`config.mk`:
```
export PLATFORM = sky130hd
export DESIGN_NAME = mpw_top
export DESIGN_NICKNAME = d
export VERILOG_FILES = /design/src/rtl/mpw_pkg.sv /design/src/rtl/mpw_top.sv /design/src/rtl/mpw_deadtime.sv
export SDC_FILE = /design/constraint.sdc
export NUM_CORES = 1
export LEC_CHECK = 0
export BUFFER_PORTS_ARGS = -buffer_cell sky130_fd_sc_hd__buf_4
export CORE_MARGIN = 3
export CORE_UTILIZATION = 45
export CTS_CLUSTER_DIAMETER = 60
export DETAILED_ROUTE_END_ITERATION = 6
export PLACE_DENSITY = 0.71
export SYNTH_ARGS = -nofsm -noshare
export SYNTH_HDL_FRONTEND = slang
export SYNTH_SLANG_ARGS = --single-unit
```
`constraint.sdc`:
```
create_clock -name clk_i -period 8.5 [get_ports clk_i]
set_clock_uncertainty 0.15 [all_clocks]
set_input_delay 2.55 -clock clk_i [delete_from_list [all_inputs] [get_ports clk_i]]
set_output_delay 2.55 -clock clk_i [all_outputs]
set_load 0.1 [all_outputs]
```
`src/rtl/mpw_pkg.sv`:
```
// Package: register map, field positions, reset values and mode codes of the PWM core
package mpw_pkg;

    // ------------------------------------------------------------
    // Bus widths
    // ------------------------------------------------------------
    localparam int ADDR_W = 4;
    localparam int DATA_W = 16;

    // ------------------------------------------------------------
    // Register word offsets
    // ------------------------------------------------------------
    localparam logic [ADDR_W-1:0] OFS_CTL = 4'h0;
    localparam logic [ADDR_W-1:0] OFS_CNT = 4'h1;
    localparam logic [ADDR_W-1:0] OFS_PER = 4'h2;
    localparam logic [ADDR_W-1:0] OFS_DUTY0 = 4'h3;
    localparam logic [ADDR_W-1:0] OFS_CFG1 = 4'h7;
    localparam logic [ADDR_W-1:0] OFS_CFG2 = 4'h8;
    localparam logic [ADDR_W-1:0] OFS_DTV = 4'h9;
    localparam logic [ADDR_W-1:0] OFS_DTS = 4'ha;
    localparam logic [ADDR_W-1:0] OFS_STAT = 4'hb;

    // ------------------------------------------------------------
    // Field positions
    // ------------------------------------------------------------
    localparam int CTL_RUN_BIT = 15;
    localparam int CTL_POST_LSB = 4;
    localparam int CTL_PRE_LSB = 2;
    localparam int CTL_MODE_LSB = 0;
    localparam int CNT_DIR_BIT = 15;
    localparam int DTV_B_LSB = 8;
    localparam int DTS_INACT_LSB = 4;

    // ------------------------------------------------------------
    // Mode codes and reset values
    // ------------------------------------------------------------
    localparam logic [1:0] MODE_FREE = 2'h0;
    localparam logic [1:0] MODE_SINGLE = 2'h1;
    localparam logic [1:0] MODE_UPDOWN = 2'h2;
    localparam logic [1:0] MODE_DOUBLE = 2'h3;
    localparam logic [DATA_W-1:0] CTL_RST = 16'h0000;
    localparam logic [DATA_W-1:0] DUTY_RST = 16'h0000;
    localparam logic [14:0] PER_RST = 15'h0000;
    localparam logic [5:0] DT_RST = 6'h00;
    localparam logic [7:0] DTS_RST = 8'hf0;

    // ------------------------------------------------------------
    // Prescaler terminal counts for 1:1, 1:4, 1:16, 1:64
    // ------------------------------------------------------------
    localparam logic [5:0] PRE_LIM_1 = 6'h00;
    localparam logic [5:0] PRE_LIM_4 = 6'h03;
    localparam logic [5:0] PRE_LIM_16 = 6'h0f;
    localparam logic [5:0] PRE_LIM_64 = 6'h3f;

    function automatic logic [5:0] presc_limit(input logic [1:0] sel);
        case (sel)
            2'h0: presc_limit = PRE_LIM_1;
            2'h1: presc_limit = PRE_LIM_4;
            2'h2: presc_limit = PRE_LIM_16;
            default: presc_limit = PRE_LIM_64;
        endcase
    endfunction

endpackage

```
`src/rtl/mpw_top.sv`:
```
// Motor PWM core: time base, period and duty double buffers, compare and dead-time pairs
`timescale 1ns/1ps
module mpw_top
    import mpw_pkg::*;
#(
    parameter int NUM_PAIRS = 4,
    parameter int CNT_W = 15,
    parameter int DUTY_W = 16,
    parameter int DT_W = 6
) (
    input wire logic clk_i,
    input wire logic rst_n_i,
    input wire logic en_i,
    input wire logic [mpw_pkg::ADDR_W-1:0] addr_i,
    input wire logic [mpw_pkg::DATA_W-1:0] wdata_i,
    input wire logic wr_i,
    input wire logic rd_i,
    output logic [mpw_pkg::DATA_W-1:0] rdata_o,
    output logic [NUM_PAIRS-1:0] pair_high_output_o,
    output logic [NUM_PAIRS-1:0] pair_low_output_o,
    output logic timebase_event_o
);
    import mpw_pkg::*;

    function automatic logic [ADDR_W-1:0] duty_addr(input int idx);
        duty_addr = OFS_DUTY0 + ADDR_W'(idx);
    endfunction

    // ------------------------------------------------------------
    // State
    // ------------------------------------------------------------
    logic timebase_run_bit_reg;
    logic [1:0] timebase_mode_field_reg;
    logic [1:0] input_prescale_select_reg;
    logic [3:0] match_postscale_select_reg;
    logic [CNT_W-1:0] timebase_counter_reg;
    logic count_down_flag_reg;
    logic [CNT_W-1:0] period_buf_reg;
    logic [CNT_W-1:0] period_value_reg;
    logic [DUTY_W-1:0] duty_buf_reg [NUM_PAIRS];
    logic [DUTY_W-1:0] duty_act_reg [NUM_PAIRS];
    logic [NUM_PAIRS-1:0] pair_independent_select_reg;
    logic update_inhibit_bit_reg;
    logic [DT_W-1:0] dt_a_reg;
    logic [DT_W-1:0] dt_b_reg;
    logic [NUM_PAIRS-1:0] dts_act_reg;
    logic [NUM_PAIRS-1:0] dts_inact_reg;
    logic [5:0] presc_reg;
    logic [3:0] post_reg;
    logic event_reg;
    logic event_flag_reg;
    logic [DATA_W-1:0] rdata_reg;
    logic [NUM_PAIRS-1:0] cmp_reg;

    // ------------------------------------------------------------
    // Address decode
    // ------------------------------------------------------------
    wire ctl_wr = wr_i && (addr_i == OFS_CTL);
    wire cnt_wr = wr_i && (addr_i == OFS_CNT);
    wire per_wr = wr_i && (addr_i == OFS_PER);
    wire cfg1_wr = wr_i && (addr_i == OFS_CFG1);
    wire cfg2_wr = wr_i && (addr_i == OFS_CFG2);
    wire dtv_wr = wr_i && (addr_i == OFS_DTV);
    wire dts_wr = wr_i && (addr_i == OFS_DTS);
    wire stat_wr = wr_i && (addr_i == OFS_STAT);

    // ------------------------------------------------------------
    // Prescaler and time base
    // ------------------------------------------------------------
    wire [5:0] pre_lim = presc_limit(input_prescale_select_reg);
    // A write in the same cycle wins over the tick so the count is left as written
    wire tick = timebase_run_bit_reg && !ctl_wr && !cnt_wr && (presc_reg == pre_lim);
    wire [5:0] presc_next = (ctl_wr || cnt_wr) ? 6'h00 :
                            (tick ? 6'h00 : (timebase_run_bit_reg ? presc_reg + 6'h01 : presc_reg));
    wire updown = timebase_mode_field_reg[1];
    wire at_per = (timebase_counter_reg == period_value_reg);
    wire at_zero = (timebase_counter_reg == '0);
    // A zero period halts the count, so no events and no period reload
    wire step = tick && (period_value_reg != '0);
    wire wrap_edge = step && !updown && at_per;
    wire turn_down = step && updown && !count_down_flag_reg && at_per;
    wire turn_up = step && updown && count_down_flag_reg && at_zero;
    wire dir_next = !updown ? 1'b0 : (turn_down ? 1'b1 : (turn_up ? 1'b0 : count_down_flag_reg));
    wire [CNT_W-1:0] cnt_next = cnt_wr ? wdata_i[CNT_W-1:0] :
                                wrap_edge ? '0 :
                                step ? (dir_next ? timebase_counter_reg - 1'b1 : timebase_counter_reg + 1'b1) :
                                timebase_counter_reg;

    // ------------------------------------------------------------
    // Events and postscaler
    // ------------------------------------------------------------
    wire post_evt = ((timebase_mode_field_reg == MODE_FREE) && wrap_edge) ||
                    ((timebase_mode_field_reg == MODE_UPDOWN) && turn_up);
    wire direct_evt = ((timebase_mode_field_reg == MODE_SINGLE) && wrap_edge) ||
                      ((timebase_mode_field_reg == MODE_DOUBLE) && (turn_up || turn_down));
    wire post_hit = post_evt && (post_reg == match_postscale_select_reg);
    wire [3:0] post_next = (ctl_wr || cnt_wr) ? 4'h0 :
                           (post_evt ? (post_hit ? 4'h0 : post_reg + 4'h1) : post_reg);
    wire event_next = post_hit || direct_evt;
    wire run_next = ctl_wr ? wdata_i[CTL_RUN_BIT] :
                    (((timebase_mode_field_reg == MODE_SINGLE) && wrap_edge) ? 1'b0 : timebase_run_bit_reg);
    // Sticky copy of the event; a new event beats a clear in the same cycle
    wire flag_next = event_next || (event_flag_reg && !(stat_wr && wdata_i[0]));

    // ------------------------------------------------------------
    // Double-buffer transfers
    // ------------------------------------------------------------
    wire per_ld = !timebase_run_bit_reg || wrap_edge || turn_up;
    wire duty_ld = (!timebase_run_bit_reg && (updown || !update_inhibit_bit_reg)) ||
                   wrap_edge || turn_up ||
                   ((timebase_mode_field_reg == MODE_DOUBLE) && turn_down);

    // ------------------------------------------------------------
    // Compare position with half-step phase
    // ------------------------------------------------------------
    // Half steps need a prescaled tick; at 1:1 the low duty bit places no extra edge
    wire phase = (input_prescale_select_reg != 2'h0) && (presc_reg > (pre_lim >> 1));
    wire [DUTY_W-1:0] pos = {timebase_counter_reg, phase};

    // ------------------------------------------------------------
    // Read mux
    // ------------------------------------------------------------
    logic [DATA_W-1:0] duty_rd;
    always_comb begin
        duty_rd = '0;
        for (int i = 0; i < NUM_PAIRS; i++) begin
            if (addr_i == duty_addr(i)) begin
                duty_rd = duty_buf_reg[i];
            end
        end
    end

    wire [DATA_W-1:0] ctl_view = (DATA_W'(timebase_run_bit_reg) << CTL_RUN_BIT) |
                                 (DATA_W'(match_postscale_select_reg) << CTL_POST_LSB) |
                                 (DATA_W'(input_prescale_select_reg) << CTL_PRE_LSB) |
                                 (DATA_W'(timebase_mode_field_reg) << CTL_MODE_LSB);
    wire [DATA_W-1:0] cnt_view = (DATA_W'(count_down_flag_reg) << CNT_DIR_BIT) | DATA_W'(timebase_counter_reg);
    wire [DATA_W-1:0] dtv_view = DATA_W'(dt_a_reg) | (DATA_W'(dt_b_reg) << DTV_B_LSB);
    wire [DATA_W-1:0] dts_view = DATA_W'(dts_act_reg) | (DATA_W'(dts_inact_reg) << DTS_INACT_LSB);
    wire [DATA_W-1:0] rd_mux = (addr_i == OFS_CTL) ? ctl_view :
                               (addr_i == OFS_CNT) ? cnt_view :
                               (addr_i == OFS_PER) ? DATA_W'(period_buf_reg) :
                               (addr_i == OFS_CFG1) ? DATA_W'(pair_independent_select_reg) :
                               (addr_i == OFS_CFG2) ? DATA_W'(update_inhibit_bit_reg) :
                               (addr_i == OFS_DTV) ? dtv_view :
                               (addr_i == OFS_DTS) ? dts_view :
                               (addr_i == OFS_STAT) ? DATA_W'(event_flag_reg) :
                               duty_rd;
    wire [DATA_W-1:0] rdata_next = rd_i ? rd_mux : '0;

    // ------------------------------------------------------------
    // Time base registers
    // ------------------------------------------------------------
    always_ff @(posedge clk_i or negedge rst_n_i) begin
        if (!rst_n_i) begin
            timebase_run_bit_reg <= CTL_RST[CTL_RUN_BIT];
            timebase_mode_field_reg <= CTL_RST[CTL_MODE_LSB +: 2];
            input_prescale_select_reg <= CTL_RST[CTL_PRE_LSB +: 2];
            match_postscale_select_reg <= CTL_RST[CTL_POST_LSB +: 4];
            timebase_counter_reg <= '0;
            count_down_flag_reg <= 1'b0;
            presc_reg <= 6'h00;
            post_reg <= 4'h0;
        end else if (en_i) begin
            timebase_run_bit_reg <= run_next;
            if (ctl_wr) begin
                timebase_mode_field_reg <= wdata_i[CTL_MODE_LSB +: 2];
                input_prescale_select_reg <= wdata_i[CTL_PRE_LSB +: 2];
                match_postscale_select_reg <= wdata_i[CTL_POST_LSB +: 4];
            end
            timebase_counter_reg <= cnt_next;
            count_down_flag_reg <= dir_next;
            presc_reg <= presc_next;
            post_reg <= post_next;
        end
    end

    // ------------------------------------------------------------
    // Configuration, period and status registers
    // ------------------------------------------------------------
    always_ff @(posedge clk_i or negedge rst_n_i) begin
        if (!rst_n_i) begin
            period_buf_reg <= PER_RST;
            period_value_reg <= PER_RST;
            pair_independent_select_reg <= '0;
            update_inhibit_bit_reg <= 1'b0;
            dt_a_reg <= DT_RST;
            dt_b_reg <= DT_RST;
            dts_act_reg <= DTS_RST[NUM_PAIRS-1:0];
            dts_inact_reg <= DTS_RST[DTS_INACT_LSB +: NUM_PAIRS];
            event_reg <= 1'b0;
            event_flag_reg <= 1'b0;
            rdata_reg <= '0;
        end else if (en_i) begin
            if (per_wr) period_buf_reg <= wdata_i[CNT_W-1:0];
            if (per_ld) period_value_reg <= period_buf_reg;
            if (cfg1_wr) pair_independent_select_reg <= wdata_i[NUM_PAIRS-1:0];
            if (cfg2_wr) update_inhibit_bit_reg <= wdata_i[0];
            if (dtv_wr) dt_a_reg <= wdata_i[DT_W-1:0];
            if (dtv_wr) dt_b_reg <= wdata_i[DTV_B_LSB +: DT_W];
            if (dts_wr) dts_act_reg <= wdata_i[NUM_PAIRS-1:0];
            if (dts_wr) dts_inact_reg <= wdata_i[DTS_INACT_LSB +: NUM_PAIRS];
            event_reg <= event_next;
            event_flag_reg <= flag_next;
            rdata_reg <= rdata_next;
        end
    end

    // ------------------------------------------------------------
    // Duty channels and output pairs
    // ------------------------------------------------------------
    for (genvar g = 0; g < NUM_PAIRS; g++) begin : g_pair
        wire duty_wr = wr_i && (addr_i == duty_addr(g));
        wire [CNT_W-1:0] duty_hi = duty_act_reg[g][DUTY_W-1:1];
        wire below = pos < duty_act_reg[g];
        // Level form of the center compare: on between the descending and ascending matches
        wire center = (duty_act_reg[g] != '0) && ((duty_hi == period_value_reg) || below);
        wire cmp_next = updown ? center : below;
        wire [DT_W-1:0] on_cnt = dts_act_reg[g] ? dt_b_reg : dt_a_reg;
        wire [DT_W-1:0] off_cnt = dts_inact_reg[g] ? dt_b_reg : dt_a_reg;

        always_ff @(posedge clk_i or negedge rst_n_i) begin
            if (!rst_n_i) begin
                duty_buf_reg[g] <= DUTY_RST;
                duty_act_reg[g] <= DUTY_RST;
                cmp_reg[g] <= 1'b0;
            end else if (en_i) begin
                if (duty_wr) duty_buf_reg[g] <= wdata_i;
                if (duty_ld) duty_act_reg[g] <= duty_buf_reg[g];
                cmp_reg[g] <= cmp_next;
            end
        end

        mpw_deadtime #(
            .DT_W(DT_W)
        ) u_dead (
            .clk_i(clk_i),
            .rst_n_i(rst_n_i),
            .en_i(en_i),
            .cmp_i(cmp_reg[g]),
            .indep_i(pair_independent_select_reg[g]),
            .on_cnt_i(on_cnt),
            .off_cnt_i(off_cnt),
            .high_o(pair_high_output_o[g]),
            .low_o(pair_low_output_o[g])
        );
    end

    assign rdata_o = rdata_reg;
    assign timebase_event_o = event_reg;
endmodule

```
`src/rtl/mpw_deadtime.sv`:
```
// Dead-time unit for one complementary output pair
`timescale 1ns/1ps
module mpw_deadtime #(
    parameter int DT_W = 6
) (
    input wire logic clk_i,
    input wire logic rst_n_i,
    input wire logic en_i,
    input wire logic cmp_i,
    input wire logic indep_i,
    input wire logic [DT_W-1:0] on_cnt_i,
    input wire logic [DT_W-1:0] off_cnt_i,
    output logic high_o,
    output logic low_o
);
    logic cmp_d_reg;
    logic [DT_W-1:0] cnt_reg;
    logic high_reg;
    logic low_reg;

    wire rise = cmp_i && !cmp_d_reg;
    wire fall = !cmp_i && cmp_d_reg;
    wire edge_seen = rise || fall;
    wire cnt_done = (cnt_reg == '0);
    wire [DT_W-1:0] cnt_next = edge_seen ? (rise ? on_cnt_i : off_cnt_i) : (cnt_done ? cnt_reg : cnt_reg - 1'b1);
    // Unless independent, both sides off at the edge; the side turning on waits for the count to expire
    wire high_next = indep_i ? cmp_i : (edge_seen ? 1'b0 : (cnt_done ? cmp_i : high_reg));
    wire low_next = indep_i ? cmp_i : (edge_seen ? 1'b0 : (cnt_done ? !cmp_i : low_reg));

    always_ff @(posedge clk_i or negedge rst_n_i) begin
        if (!rst_n_i) begin
            cmp_d_reg <= 1'b0;
            cnt_reg <= '0;
            high_reg <= 1'b0;
            low_reg <= 1'b0;
        end else if (en_i) begin
            cmp_d_reg <= cmp_i;
            cnt_reg <= cnt_next;
            high_reg <= high_next;
            low_reg <= low_next;
        end
    end

    assign high_o = high_reg;
    assign low_o = low_reg;
endmodule

```
==> flow_summary_export.csv <==
group,metric,value,unit
status,run_status,"finished, final reports clean",
power,ir_drop,169,uV
place,dpl.hpwl,36300,um
floorplanning,die_x,195,um
setup_path,r2r-end,"timebase_counter_reg[14]$_DFFE_PN0P_",
finish,syn_to_final_growth,12.0,%
logic_synthesis,syn_nets,1658,
global_routing,grt_antenna_before_repair,5,
power,power.internal,3.39,mW
floorplanning,rows,68,
global_routing,gr-total-overflow,0,
logic_synthesis,synth_area_per_cell,10.5,um^2
logic_synthesis,synth_flop_cell,"dfrtp_1",
setup_path,cp-end-kind,"flip-flop",
place,port_buffers,49,
min_path,holdPathStages,2,
clock_tree,clockRootBuffer,"clkbuf_16",
setup_path,max_stage_delay,650,ps
floorplanning,initial_core_util,46.2,%
setup_path,crit_path_start_kind,"input pin",
drt,wl_met1,21200,um
drt,drc_errors,0,
logic_synthesis,synthDistinctLibCells,69,
logic_synthesis,synth_top_family_by_area,"multiplexers",
logic_synthesis,syn_inst,1532,
place,gp_congestion,0.933,
global_routing,grt_pass1_wl,78400,um
sta,timing.hold.ws,330,ps
logic_synthesis,synthSimpleGateAreaFrac,10.6,%
setup_path,worst_r2r_path_depth,15,
logic_synthesis,synthAdderAreaFrac,7.89,%
setup_path,cp.required,8770,ps
sta,rsz0062_at_grt,"false",
sta,hold_viol_final,0,
clock_tree,cts_tree,"yes",
clock_tree,path_clk_slew,60,ps
drt,drtIter0Drc,1147,
sta,maxSlewViolCount,0,
power,pwr-share-comb,32.9,%
drt,drt-total-wl,51000,um
setup_path,cp_max_fo,18,
sta,final.min_clock_period,6310,ps
clock_tree,cts.sinks,276,
logic_synthesis,synth_enable_flop_cells,0,
setup_path,crit_chain,"buf_4 > or4b_1 > nand4_1 > a21o_2 > or2_1 > o221a_2 > inv_1 > fa_1 > nand2b_1 > a21oi_1 > o2111ai_1 > a21boi_0 > a31oi_1 > xnor2_1 > nand3b_1 > o221ai_1",
sta,post-route-period-util,74.3,%
logic_synthesis,yosys_warnings,0,
drt,wl_per_cell,25.0,um
power,power_density,306,nW/um^2
finish,drive_above_1_share,21.4,%
sta,setup_violations,0,
drt,vias_per_cell,6.21,
drt,first_pass_iters,5,
clock_tree,cts_resized,0,
drt,highest_layer,"met4",
drt,vias,12700,
global_routing,grt_max_degree,142,
sta,relSlewSlack,20.3,%
logic_synthesis,synth-async-reset-ratio,100,%
min_path,hold_end,"g_pair[2].u_dead.high_o$_DFFE_PN0P_",
logic_synthesis,synth_seq_cells,276,
floorplanning,die_area,38100,um^2
drt,drtAntennaViolNets,0,
sta,worstMarginPinSlew,1190,ps
clock_tree,clkLatencyLatePin,530,ps
clock_tree,cts_buffers,34,
setup_path,critPathSlowestCell,"or4b_1",
clock_tree,hold_buffers,0,
min_path,min_from,"g_pair[2].u_dead.high_o$_DFFE_PN0P_",
finish,nets,1686,
sta,fin_setup_tns,0,ps
power,p_sw_share,38.7,%
clock_tree,clockBufferDepth,3,
logic_synthesis,seq_area_frac_synth,42.9,%
logic_synthesis,netlist_area,16100,um^2
setup_path,critical_path_class,"input pin to flip-flop",
power,p_leak,8.23,nW
setup_path,r2r_slack,3250,ps
global_routing,grt.total_usage,26.6,%
job,max-cap-violations,0,
sta,timing.fmax,158,MHz
clock_tree,htreeDepth,2,
setup_path,r2r_start,"timebase_counter_reg[6]$_DFFE_PN0P_",
finish,final_common_cell,"dfrtp_1",
drt,wl_met3,3990,um
finish,final_cell_mix,"272 x dfrtp_1, 193 x mux2_2, 102 x inv_1",
global_routing,first_global_vias,12700,
logic_synthesis,yosys-mux-area-fraction,15.6,%
power,seqPwrFrac,40.0,%
drt,dr_wl_met2,23500,um
logic_synthesis,synth_compound_area_share,13.4,%
min_path,hold_path_class,"flip-flop to flip-flop",
logic_synthesis,synth_xor_area_share,4.90,%
floorplanning,io_pins,50,
power,pwr-share-clk,27.0,%
clock_tree,post_cts.repair.setup_buffers,0,
floorplanning,die_y,195,um
floorplanning,core,34900,um^2
power,power.switching,2.14,mW
setup_path,cp.arrival,6580,ps
critical path: cells and delay by family:
family | cells | cell delay, ps
AOI/OAI and AO/OA | 7 | 1810
and+or+nand+nor | 5 | 1240
adders and majority gates | 1 | 470
buffers and inverters | 2 | 310
xor gates and xnor gates | 1 | 200
worst max path at each step:
| stage | startpoint | to |
|---|---|---|
| 2_1_floorplan | addr_i[1] | timebase_counter_reg[14]$_DFFE_PN0P_ |
| 3_3_place_gp | addr_i[1] | timebase_counter_reg[14]$_DFFE_PN0P_ |
| 3_5_place_dp | addr_i[1] | timebase_counter_reg[14]$_DFFE_PN0P_ |
| 4_1_cts | addr_i[1] | timebase_counter_reg[14]$_DFFE_PN0P_ |
| 5_1_grt | addr_i[1] | timebase_counter_reg[14]$_DFFE_PN0P_ |
| 6_report | addr_i[1] | timebase_counter_reg[14]$_DFFE_PN0P_ |
cell families after synthesis:
logic type	count (synthesis)
DFF	276
buffers and inverters	181
xor gates and xnor gates	90
and+or+nand+nor	340
muxes	226
adders and majority gates	101
AOI/OAI and AO/OA	318
layout make-up:
class	count	area (um^2)
clock inverters	15	208
clock buffers	44	938
diodes	1	2.50
fillers	3162	16800
well taps	455	569
flip-flops and latches	276	6910
repair buffers	71	553
multi-input cells	1075	8470
inverters	102	383
layer usage:
layer	up-vias	global-route usage, %
li1	5645	-
met1	6351	36.2
met2	531	42.2
met3	127	4.59
met4	0	10.9
met5	-	0
cell usage after synthesis (4+ instances only):
master     instances  share of area, %
buf_4             10              0.47
nand2b_1          17              0.66
clkbuf_1          57               1.3
dfstp_2            4              0.65
o22ai_1           13              0.51
xor2_1            35               1.9
nor2b_1            6              0.23
o2bb2ai_1          8              0.44
nor4_1            29               1.1
nand3_1           30              0.93
and3_1             7              0.27
o41ai_1            4              0.22
nand2_1          101               2.4
a22oi_1           42               2.0
mux2_1             4              0.28
inv_1            102               2.4
buf_1              4             0.093
nor3_1            45               1.4
mux2i_1           29               1.8
o221ai_1          17              0.92
or3_1             12              0.47
buf_6              6              0.42
o21bai_1           5              0.23
dfrtp_1          272                42
o31a_1             4              0.22
nor2_1            42              0.98
a21oi_1           62               1.9
o211ai_1           4              0.19
a22o_1             6              0.33
a222oi_1           7              0.44
a21o_1            28               1.3
o21ai_1            5              0.16
nand4_1           33               1.3
o21ai_0           62               1.9
mux2_2           193                13
xnor2_1           55               3.0
a31oi_1           11              0.43
o2111ai_1          6              0.33
a221oi_1           9              0.49
ha_1             100               7.8
power by group through the flow:
stage / Sequential [mW] / Clock (mW) / Combinational, mW
final: 2.21 / 1.49 / 1.82
after global routing: 2.25 / 1.57 / 2.02
after CTS: 2.19 / 1.52 / 1.81
after detailed placement: 2.21 / 0 / 1.80
after global placement: 2.20 / 0 / 1.74
after floorplan: 1.99 / 0 / 1.44
through the flow:
stage | utilization (%) | cell area [um^2] | power, mW | setup slack, ps | std cells
floorplan | - | 16100 | 3.43 | 2290 | 1532
global placement | 48.4 | 16900 | 3.94 | 1790 | 1979
detailed placement | 48.4 | 16900 | 4.01 | 1700 | 1979
CTS | 51.7 | 18000 | 5.52 | 2210 | 2038
global route | 51.7 | 18000 | 5.84 | 1820 | 2039
finish | 51.7 | 18000 | 5.52 | 2190 | 2039
(Power assumes the default switching activity.)
